[src/logic/octal_serial_pkg.sv]
/*
 * constants for the eight-port serial handshake block.
 * assumes a 25 MHz system clock and a host bus with select/strobe/ack pins.
 */
package octal_serial_pkg;
  localparam int          NUM_PORTS     = 8;
  localparam int          CLK_HZ        = 25000000;
  localparam int          BAUD_HZ       = 115200;
  localparam int          BIT_CYCLES    = CLK_HZ / BAUD_HZ;
  localparam logic [15:0] BIT_CNT_MAX   = 16'(BIT_CYCLES - 1);
  localparam logic [15:0] HALF_CNT      = 16'(BIT_CYCLES / 2);
  localparam logic [3:0]  MIN_DATA_BITS = 4'h5;
  localparam logic [3:0]  MAX_DATA_BITS = 4'h8;
  // host address layout: bits [5:3] port, bits [2:0] register
  localparam int          PORT_SEL_LSB  = 3;
  localparam logic [2:0]  REG_DATA      = 3'h0;
  localparam logic [2:0]  REG_FORMAT    = 3'h1;
  localparam logic [2:0]  REG_STATUS    = 3'h2;
  localparam logic [2:0]  REG_INT_PORT  = 3'h3;
  localparam logic [7:0]  ID_VALUE      = 8'h5a; // arbitrary identification value
  localparam logic [7:0]  FORMAT_RESET  = 8'h03;
  typedef enum logic [2:0] {S_IDLE, S_START, S_DATA, S_PAR, S_STOP} line_state_e;
endpackage : octal_serial_pkg

[src/logic/octal_serial_port_handshake.sv]
/*
 * eight-port async serial block: per-port tx/rx with active-low rts/cts,
 * host access decode with acknowledge, fixed-priority interrupt presenter.
 * assumes synchronous host strobes and line inputs already in this clock domain.
 */
// Function
// - idle transmit line stays at mark (one).
// - shifting starts only while own rts and incoming cts are both asserted.
// - rts asserts when a character is ready to send.
// - rts holds through transmit and drops after finish; the code keeps rts asserted if another character was written during the frame.
// - rts and cts are active low.
// - serial to parallel and back, with one-character buffer each way.
// - decode io space accesses into per-port selects and strobes; id space reads return the id value.
// - every decoded access returns one acknowledge.
// - simultaneous port interrupts served in priority order, one at a time.
// - frame is start bit, five to eight data bits, optional parity, stop bits.
`timescale 1ns/1ps
module octal_serial_port_handshake
  import octal_serial_pkg::*;
(
  input  wire logic                 i_clk_sys,
  input  wire logic                 i_srst,
  input  wire logic                 i_clk_en,
  input  wire logic                 i_io_sel,
  input  wire logic                 i_id_sel,
  input  wire logic                 i_wr,
  input  wire logic [5:0]           i_addr,
  input  wire logic [7:0]           i_wdata,
  output logic      [7:0]           o_rdata,
  output logic                      o_ack,
  output logic      [NUM_PORTS-1:0] o_port_cs,
  output logic                      o_int_req,
  input  wire logic [NUM_PORTS-1:0] i_rxd,
  input  wire logic [NUM_PORTS-1:0] i_cts_n,
  output logic      [NUM_PORTS-1:0] o_txd,
  output logic      [NUM_PORTS-1:0] o_rts_n,
  output logic      [NUM_PORTS-1:0] o_port_irq
);

  // ****************************************************************
  // host decode
  // ****************************************************************
  logic [2:0] port_idx;
  logic [2:0] reg_idx;
  logic       access;
  logic       ack_busy;
  logic [7:0] rd_mux;
  logic [7:0] port_rd [NUM_PORTS];
  logic [2:0] int_port;

  assign port_idx = i_addr[PORT_SEL_LSB +: 3];
  assign reg_idx  = i_addr[2:0];
  // one access per select assertion; host must drop select before the next
  assign access   = (i_io_sel | i_id_sel) & ~ack_busy;

  always_comb begin
    for (int p = 0; p < NUM_PORTS; p++) begin
      o_port_cs[p] = i_io_sel & (port_idx == 3'(p));
    end
  end

  always_comb begin
    if (i_id_sel) begin
      rd_mux = ID_VALUE;
    end else if (reg_idx == REG_INT_PORT) begin
      rd_mux = {4'h0, o_int_req, int_port};
    end else begin
      rd_mux = port_rd[port_idx];
    end
  end

  always_ff @(posedge i_clk_sys) begin
    if (i_srst) begin
      o_ack    <= 1'b0;
      ack_busy <= 1'b0;
      o_rdata  <= 8'h00;
    end else if (i_clk_en) begin
      o_ack <= access;
      if (access) begin
        ack_busy <= 1'b1;
        o_rdata  <= rd_mux;
      end else if (!i_io_sel && !i_id_sel) begin
        ack_busy <= 1'b0;
      end
    end
  end

  // ****************************************************************
  // interrupt priority: lowest port number wins
  // ****************************************************************
  always_comb begin
    int_port = 3'h0;
    for (int p = NUM_PORTS - 1; p >= 0; p--) begin
      if (o_port_irq[p]) begin
        int_port = 3'(p);
      end
    end
  end
  assign o_int_req = |o_port_irq;

  // ****************************************************************
  // per-port serial engines
  // ****************************************************************
  for (genvar p = 0; p < NUM_PORTS; p++) begin : g_port
    logic        wr_hit;
    logic        rd_hit;
    logic [7:0]  fmt;       // [1:0] len-5, [2] two stop, [3] parity en, [4] even
    logic [7:0]  tx_hold;
    logic        tx_full;
    line_state_e tx_st;
    logic [15:0] tx_cnt;
    logic [3:0]  tx_bit;
    logic [7:0]  tx_sh;
    logic        tx_par;
    logic [7:0]  rx_buf;
    logic        rx_full;
    logic        rx_err;
    line_state_e rx_st;
    logic [15:0] rx_cnt;
    logic [3:0]  rx_bit;
    logic [7:0]  rx_sh;
    logic        rx_par;
    logic [3:0]  nbits;
    logic        tick_tx;
    logic        tick_rx;

    assign nbits   = MIN_DATA_BITS + {2'b00, fmt[1:0]};
    assign wr_hit  = access & o_port_cs[p] & i_wr;
    assign rd_hit  = access & o_port_cs[p] & ~i_wr;
    assign tick_tx = (tx_cnt == BIT_CNT_MAX);
    assign tick_rx = (rx_cnt == BIT_CNT_MAX);
    assign port_rd[p] = (reg_idx == REG_DATA)   ? rx_buf :
                        (reg_idx == REG_FORMAT) ? fmt :
                        (reg_idx == REG_STATUS) ? {4'h0, rx_err, ~i_cts_n[p], tx_full, rx_full} :
                        8'h00;
    // irq: character waiting, or room to send
    assign o_port_irq[p] = rx_full | ~tx_full;

    always_ff @(posedge i_clk_sys) begin
      if (i_srst) begin
        fmt <= FORMAT_RESET;
      end else if (i_clk_en && wr_hit && reg_idx == REG_FORMAT) begin
        fmt <= i_wdata;
      end
    end

    // transmit side
    always_ff @(posedge i_clk_sys) begin
      if (i_srst) begin
        tx_hold    <= 8'h00;
        tx_full    <= 1'b0;
        tx_st      <= S_IDLE;
        tx_cnt     <= 16'h0000;
        tx_bit     <= 4'h0;
        tx_sh      <= 8'h00;
        tx_par     <= 1'b0;
        o_txd[p]   <= 1'b1;
        o_rts_n[p] <= 1'b1;
      end else if (i_clk_en) begin
        tx_cnt <= (tx_st == S_IDLE || tick_tx) ? 16'h0000 : tx_cnt + 16'h0001;
        unique case (tx_st)
          S_IDLE: begin
            o_txd[p]   <= 1'b1;
            o_rts_n[p] <= ~tx_full;
            if (tx_full && !o_rts_n[p] && !i_cts_n[p]) begin
              tx_sh    <= tx_hold;
              tx_par   <= ~fmt[4];
              tx_full  <= 1'b0;
              tx_st    <= S_START;
              o_txd[p] <= 1'b0;
            end
          end
          S_START: if (tick_tx) begin
            tx_bit   <= 4'h0;
            o_txd[p] <= tx_sh[0];
            tx_par   <= tx_par ^ tx_sh[0];
            tx_sh    <= tx_sh >> 1;
            tx_st    <= S_DATA;
          end
          S_DATA: if (tick_tx) begin
            if (tx_bit == nbits - 4'h1) begin
              tx_bit   <= 4'h0;
              o_txd[p] <= fmt[3] ? tx_par : 1'b1;
              tx_st    <= fmt[3] ? S_PAR : S_STOP;
            end else begin
              tx_bit   <= tx_bit + 4'h1;
              o_txd[p] <= tx_sh[0];
              tx_par   <= tx_par ^ tx_sh[0];
              tx_sh    <= tx_sh >> 1;
            end
          end
          S_PAR: if (tick_tx) begin
            o_txd[p] <= 1'b1;
            tx_st    <= S_STOP;
          end
          S_STOP: if (tick_tx) begin
            if (fmt[2] && tx_bit == 4'h0) begin
              tx_bit <= 4'h1;
            end else begin
              tx_st      <= S_IDLE;
              o_rts_n[p] <= ~tx_full;
            end
          end
          default: tx_st <= S_IDLE;
        endcase
        // after the case: a write landing as the hold empties keeps the flag set
        if (wr_hit && reg_idx == REG_DATA) begin
          tx_hold <= i_wdata;
          tx_full <= 1'b1;
        end
      end
    end

    // receive side, sampled mid-bit
    always_ff @(posedge i_clk_sys) begin
      if (i_srst) begin
        rx_buf  <= 8'h00;
        rx_full <= 1'b0;
        rx_err  <= 1'b0;
        rx_st   <= S_IDLE;
        rx_cnt  <= 16'h0000;
        rx_bit  <= 4'h0;
        rx_sh   <= 8'h00;
        rx_par  <= 1'b0;
      end else if (i_clk_en) begin
        if (rd_hit && reg_idx == REG_DATA) begin
          rx_full <= 1'b0;
        end
        rx_cnt <= (rx_st == S_IDLE || tick_rx) ? 16'h0000 : rx_cnt + 16'h0001;
        unique case (rx_st)
          S_IDLE: if (!i_rxd[p]) begin
            rx_st  <= S_START;
            rx_cnt <= HALF_CNT;
          end
          S_START: if (tick_rx) begin
            // glitch shorter than half a bit is not a start
            rx_st  <= i_rxd[p] ? S_IDLE : S_DATA;
            rx_bit <= 4'h0;
            rx_sh  <= 8'h00;
            rx_par <= ~fmt[4];
          end
          S_DATA: if (tick_rx) begin
            rx_sh[rx_bit[2:0]] <= i_rxd[p];
            rx_par             <= rx_par ^ i_rxd[p];
            rx_bit             <= rx_bit + 4'h1;
            if (rx_bit == nbits - 4'h1) begin
              rx_st <= fmt[3] ? S_PAR : S_STOP;
            end
          end
          S_PAR: if (tick_rx) begin
            rx_par <= rx_par ^ i_rxd[p];
            rx_st  <= S_STOP;
          end
          S_STOP: if (tick_rx) begin
            // new character overwrites; set wins over host read clear
            rx_buf  <= rx_sh;
            rx_full <= 1'b1;
            rx_err  <= ~i_rxd[p] | (fmt[3] & rx_par);
            rx_st   <= S_IDLE;
          end
          default: rx_st <= S_IDLE;
        endcase
      end
    end
  end

endmodule : octal_serial_port_handshake

[config.mk]
export PLATFORM = sky130hd
export DESIGN_NAME = octal_serial_port_handshake
export DESIGN_NICKNAME = d
export VERILOG_FILES = /design/src/logic/octal_serial_pkg.sv /design/src/logic/octal_serial_port_handshake.sv
export SDC_FILE = /design/constraint.sdc
export NUM_CORES = 2
export LEC_CHECK = 0
export ABC_CLOCK_PERIOD_IN_PS = 2400
export BUFFER_PORTS_ARGS = -buffer_cell sky130_fd_sc_hd__buf_4
export CELL_PAD_IN_SITES_DETAIL_PLACEMENT = 1
export CELL_PAD_IN_SITES_GLOBAL_PLACEMENT = 2
export CORE_ASPECT_RATIO = 2
export CORE_MARGIN = 1.5
export CORE_UTILIZATION = 30
export CTS_CLUSTER_DIAMETER = 30
export CTS_CLUSTER_SIZE = 25
export DETAILED_ROUTE_END_ITERATION = 16
export PLACE_DENSITY_LB_ADDON = 0.1
export SLEW_MARGIN = 20
export SYNTH_ARGS = -nofsm -noshare
export SYNTH_HDL_FRONTEND = slang
export SYNTH_SLANG_ARGS = --single-unit
[constraint.sdc]
create_clock -name i_clk_sys -period 2.4 [get_ports i_clk_sys]
set_clock_uncertainty 0.1 [all_clocks]
set_input_delay 0.48 -clock i_clk_sys [delete_from_list [all_inputs] [get_ports i_clk_sys]]
set_output_delay 0.48 -clock i_clk_sys [all_outputs]
set_load 0.02 [all_outputs]
# == Word-level counts from Yosys, hierarchy flattened ==
# Cells that the tools add are included.
# word_totals
wordCells,1403
regBits,754
in_bits,36
# classes
n_mux,559
n_eq_ne,234
magnitude_cmp,17
n_bitwise,109
reduce_logical,289
addsub,48
# ops
cell,n
$mux 8,68
$mux 16,32
$mux 3,120
$add 16x1->16 const B,16
$eq 16x8->1 const B,16
$mux 4,64
$pmux 3 s5,16
$ne 2x2->1 const B,112
$pmux 8 s3,8
$mux 1,170
$pmux 8 s2,8
$eq 3x2->1 const B,36
$pmux 4 s3,8
$reduce_and 4->1,24
$reduce_and 6->1,16
$reduce_bool 2->1,41
$logic_and 1x1->1,65
$add 4x1->4 const B,16
$bwmux 8,8
$eq 4x4->1,16
$pmux 4 s2,8
$reduce_and 8->1,8
$eq 3x3->1 const B,20
$reduce_and 7->1,8
other kinds (29),352

# == Depth between registers and ports, before layout ==
# depth
ltp_word,12
ltp_mapped,11
mapped_depth_nobuf,8

# == Worst setup path before layout ==
# No wires, ideal clock.
# synth_path
path_type,register -> register
from,register g_port[5].rx_cnt[0]
to,register g_port[5].rx_sh[2]
stages_incl_launch_ff,10
setup_time_ps,130
arrival_ps,2379
n_path_buf,2
path_slack_ps,-209
required_time_ps,2170
path_cell_list,dfxtp_1 inv_1 ha_1 or4b_1 or4_1 buf_2 or4_1 buf_2 o211ai_2 o31ai_1
# synth_between
elab_chain_len,3
word_cells_on_any_way,4
classes_between,3 x eq/ne; 1 x reduce/logical
# synth_rtl
element,line_no,rtl
"start, declared",octal_serial_port_handshake.sv:119,logic [15:0] rx_cnt;
"start signal, assigned",octal_serial_port_handshake.sv:229,rx_cnt <= (rx_st == S_IDLE || tick_rx) ? 16'h0000 : rx_cnt + 16'h0001;
$eq 16x8->1 (*),octal_serial_port_handshake.sv:131,assign tick_rx = (rx_cnt == BIT_CNT_MAX);
$ne 2x2->1 (no source line),--,
$reduce_and 4->1 (no source line) (*),--,
"end signal, assigned by index",octal_serial_port_handshake.sv:243,rx_sh[rx_bit[2:0]] <= i_rxd[p];
"end, declared",octal_serial_port_handshake.sv:121,logic [7:0] rx_sh;
# Mark *: on every way between the ends. The rest lies on a longest branch, timed or not.
# A chain may end at the register's enable or synchronous reset.

# == Worst setup path in the final report ==
# layout_path
from,register g_port[5].rx_cnt[0]
to,register g_port[5].rx_bit[2]
# layout_between
elab_chain_len,3
word_cells_on_any_way,4
classes_between,3 x eq/ne; 1 x reduce/logical
# layout_rtl
element,line_no,rtl
$eq 16x8->1 (*),octal_serial_port_handshake.sv:131,
$ne 2x2->1 (no source line),--,
$reduce_and 4->1 (no source line) (*),--,
"end signal, assigned",octal_serial_port_handshake.sv:245,rx_bit <= rx_bit + 4'h1;
"end, declared",octal_serial_port_handshake.sv:120,logic [3:0] rx_bit;
# Marked as above.

==> flow_summary.json <==
{
  "slew_viol_final": 0,
  "synth_area_mm2": 0.0373,
  "slowest_delay_ns": 0.55,
  "setup_tns_ns": -5.19,
  "cp-start-kind": "flop",
  "io_buffer_count": 77,
  "hpwl_um": 101000,
  "clkTransAtPathRegs_ns": 0.05,
  "vias_per_cell": 5.21,
  "syn_to_final_growth_pct": 34.5,
  "endpoint_kind": "flop",
  "via_count": 35000,
  "hold_violations": 0,
  "use_met1_pct": 23.5,
  "insertion_delay_ns": 0.77,
  "setup_viol": 66,
  "crit_chain": "inv_2 -> ha_4 -> or4b_4 -> or4_4 -> buf_8 -> or4_4 -> buf_4 -> nor2_4 -> nor3_2",
  "cp_max_fo": 6,
  "fp.dieH_um": 501,
  "die_x_um": 252,
  "drive_gt1_share_pct": 22.6,
  "clock_path_buffers": 3,
  "rsz0062_at_grt": "yes",
  "first_pass_iters": 5,
  "cts_tree": "built",
  "grt.busiest_layer": "met2",
  "final.period_utilization_pct": 109,
  "cp_data_required_time_ns": 2.94,
  "first_iter_violations": 1213,
  "violations": "setup timing",
  "worst_slack_ns": -0.217,
  "power_mw": 38.5,
  "synth-seq-area-share_pct": 40.5,
  "yosysWarnings": 0,
  "synth_cell_type_count": 97,
  "crit_top_cell": "or4_4",
  "maxSlewHeadroom_pct": 24.6,
  "p_leak_nw": 18.2,
  "critPathSlowestCell": "or4_4",
  "hp-class": "input port to flop",
  "maxCapViolCount": 0,
  "cts_max_level": 4,
  "grtUsageTotal_pct": 22.0,
  "critPathArrivalTime_ns": 3.15,
  "syn_avg_cell_area_um2": 8.20,
  "status": "finished, violations left",
  "io_pins": 78,
  "grt_max_degree": 111,
  "nets": 5122,
  "timing.hold.ws_ns": 0.0567,
  "synthCells": 4544,
  "rows": 182,
  "grt_pass1_wl_um": 215000,
  "crit_type": "flop to flop",
  "synth_flop_cell": "dfxtp_1",
  "ctsRootBufferMaster": "clkbuf_16",
  "min_period_ns": 2.62,
  "wl_um": 139000,
  "tightest_slew_ns": 1.12,
  "antenna_left": 0,
  "die_area_mm2": 0.126,
  "grt_pass1_vias": 37100,
  "antenna_found_initial": 7,
  "drc": 0,
  "synth_edf_count": 0,
  "clock.fmax_mhz": 382,
  "fp.coreArea_mm2": 0.123,
  "routedWlPerCell_um": 20.7,
  "async_reset_ff_share_pct": 0,
  "grtUsageMet3_pct": 3.97,
  "power.density_mw_per_mm2": 768,
  "cts_sinks": 754,
  "cts_buffers": 150,
  "use_met2_pct": 41.5,
  "syn_nets": 4636,
  "synth-seq-cells": 754,
  "gp_congestion": 0.866,
  "start_util_pct": 30.3,
  "grt-ovfl-total": 0,
  "peakVddDrop_mv": 0.709
}
-- placed cells by master, fill, tap and decap left out, drive strengths merged, types with 17 or more instances in the layout --
cell	n
clkinvlp	25
nor4	57
a31oi	28
nor3b	25
nor4b	23
nand2b	61
or4	32
a22oi	29
clkbuf	180
o21ai	210
nand4	93
xnor2	80
nand3b	32
xor2	138
bufinv	20
nor2b	36
o31ai	27
nor2	722
o22ai	17
and3	73
o211ai	21
or3	44
nor3	78
nand2	417
mux2i	266
ha	56
clkinv	35
buf	588
or2	21
a211oi	70
dfxtp	754
inv	138
nand3	195
a21oi	299
-- cells in the mapped netlist, types with 56 or more instances --
master	n	area share, %
nand2b_1	61	1.0
o21ai_0	202	2.7
nand2_1	416	4.2
ha_1	56	1.9
inv_1	120	1.2
xnor2_1	80	1.9
nor2_1	719	7.2
nor3_1	76	1.0
and3_1	73	1.2
dfxtp_1	754	41
xor2_1	138	3.2
a21oi_1	299	4.0
nand3_1	195	2.6
clkbuf_1	218	2.2
a211oi_1	70	1.4
mux2i_1	266	7.1
nand4_1	93	1.6
-- metrics by stage --
stage | setup slack, ns | util [%] | cell area [um^2] | cells
6_report | -0.217 | 40.7 | 50100 | 6719
5_1_grt | -0.279 | 40.7 | 50100 | 6719
3_5_place_dp | -0.179 | 35.0 | 43000 | 6391
4_1_cts | -0.214 | 39.9 | 49100 | 6695
2_1_floorplan | -0.136 | - | 37400 | 4544
3_3_place_gp | -0.268 | 35.0 | 43000 | 6391
-- kinds of logic (layout without fill, tap and decap cells) --
group                      count (synthesis)  in the layout  share of synthesized area (%)
and+or+nand+nor                         1990           1990                           26.1
AOI/OAI and AO/OA                        852            852                           14.2
DFF                                      754            754                           40.5
buffers and inverters                    387            996                           4.00
muxes                                    287            287                           8.24
xor gates and xnor gates                 218            218                           5.13
adders and majority gates                 56             56                           1.88
other                                      0              2                              0
-- layout make-up --
class                      count  area (um^2)
sequential                   754        15100
antenna                        2         5.00
multi-input combinational   3403        21900
clock buffer                 178         4060
timing repair buffer         600         5290
inverter                     121          459
clock inverter                97         1280
tap                         1564         1960
fill                       14300        72900
-- registers in the layout (all words and copies together), names as in the netlist, 24 cells and up --
name	flops
g_port.fmt	64
g_port.rx_bit	32
g_port.rx_buf	64
g_port.rx_cnt	128
g_port.rx_sh	64
g_port.rx_st	24
g_port.tx_bit	32
g_port.tx_cnt	128
g_port.tx_hold	64
g_port.tx_sh	64
g_port.tx_st	24
-- power breakdown --
group / leakage (nW) / switching, mW / internal (mW)
combinational: 9.60 / 2.00 / 1.36
sequential: 6.10 / 0.204 / 12.7
clock: 2.55 / 7.82 / 14.4
-- path summary, 6_finish.rpt --
kind                                        endpoint                 from  slack (ns)  depth (start not counted)
worst min register to register   g_port[1].rx_buf[2]   g_port[1].rx_sh[2]        0.35                          2
worst max-delay path             g_port[5].rx_bit[2]  g_port[5].rx_cnt[0]       -0.22                          9
worst max register to register   g_port[5].rx_bit[2]  g_port[5].rx_cnt[0]       -0.22                          9
worst min-delay path            g_port[4].tx_hold[7]           i_wdata[7]        0.06                          3
-- layer usage --
metal | up-vias | part of all wire, %
li1 | 17100 | -
met1 | 17200 | 39
met2 | 461 | 53
met3 | 281 | 3.3
met4 | 6 | 4.3
met5 | - | 0.032
-- timing repair --
action	in CTS	in global routing
gates resized for setup	126	209
endpoints found under the hold margin	60	0
buffers inserted	17	22
gates cloned	3	2
pin swaps	47	99
endpoints found under the setup margin	149	212
hold buffers	10	0
-- critical path: cells and delay by family, from the launching register on --
family	cells	cell delay, ns
fa+ha+maj	1	0.13
flops	1	0.32
simple gates	5	1.56
buf+inv	3	0.39
(Power assumes the default switching activity.)
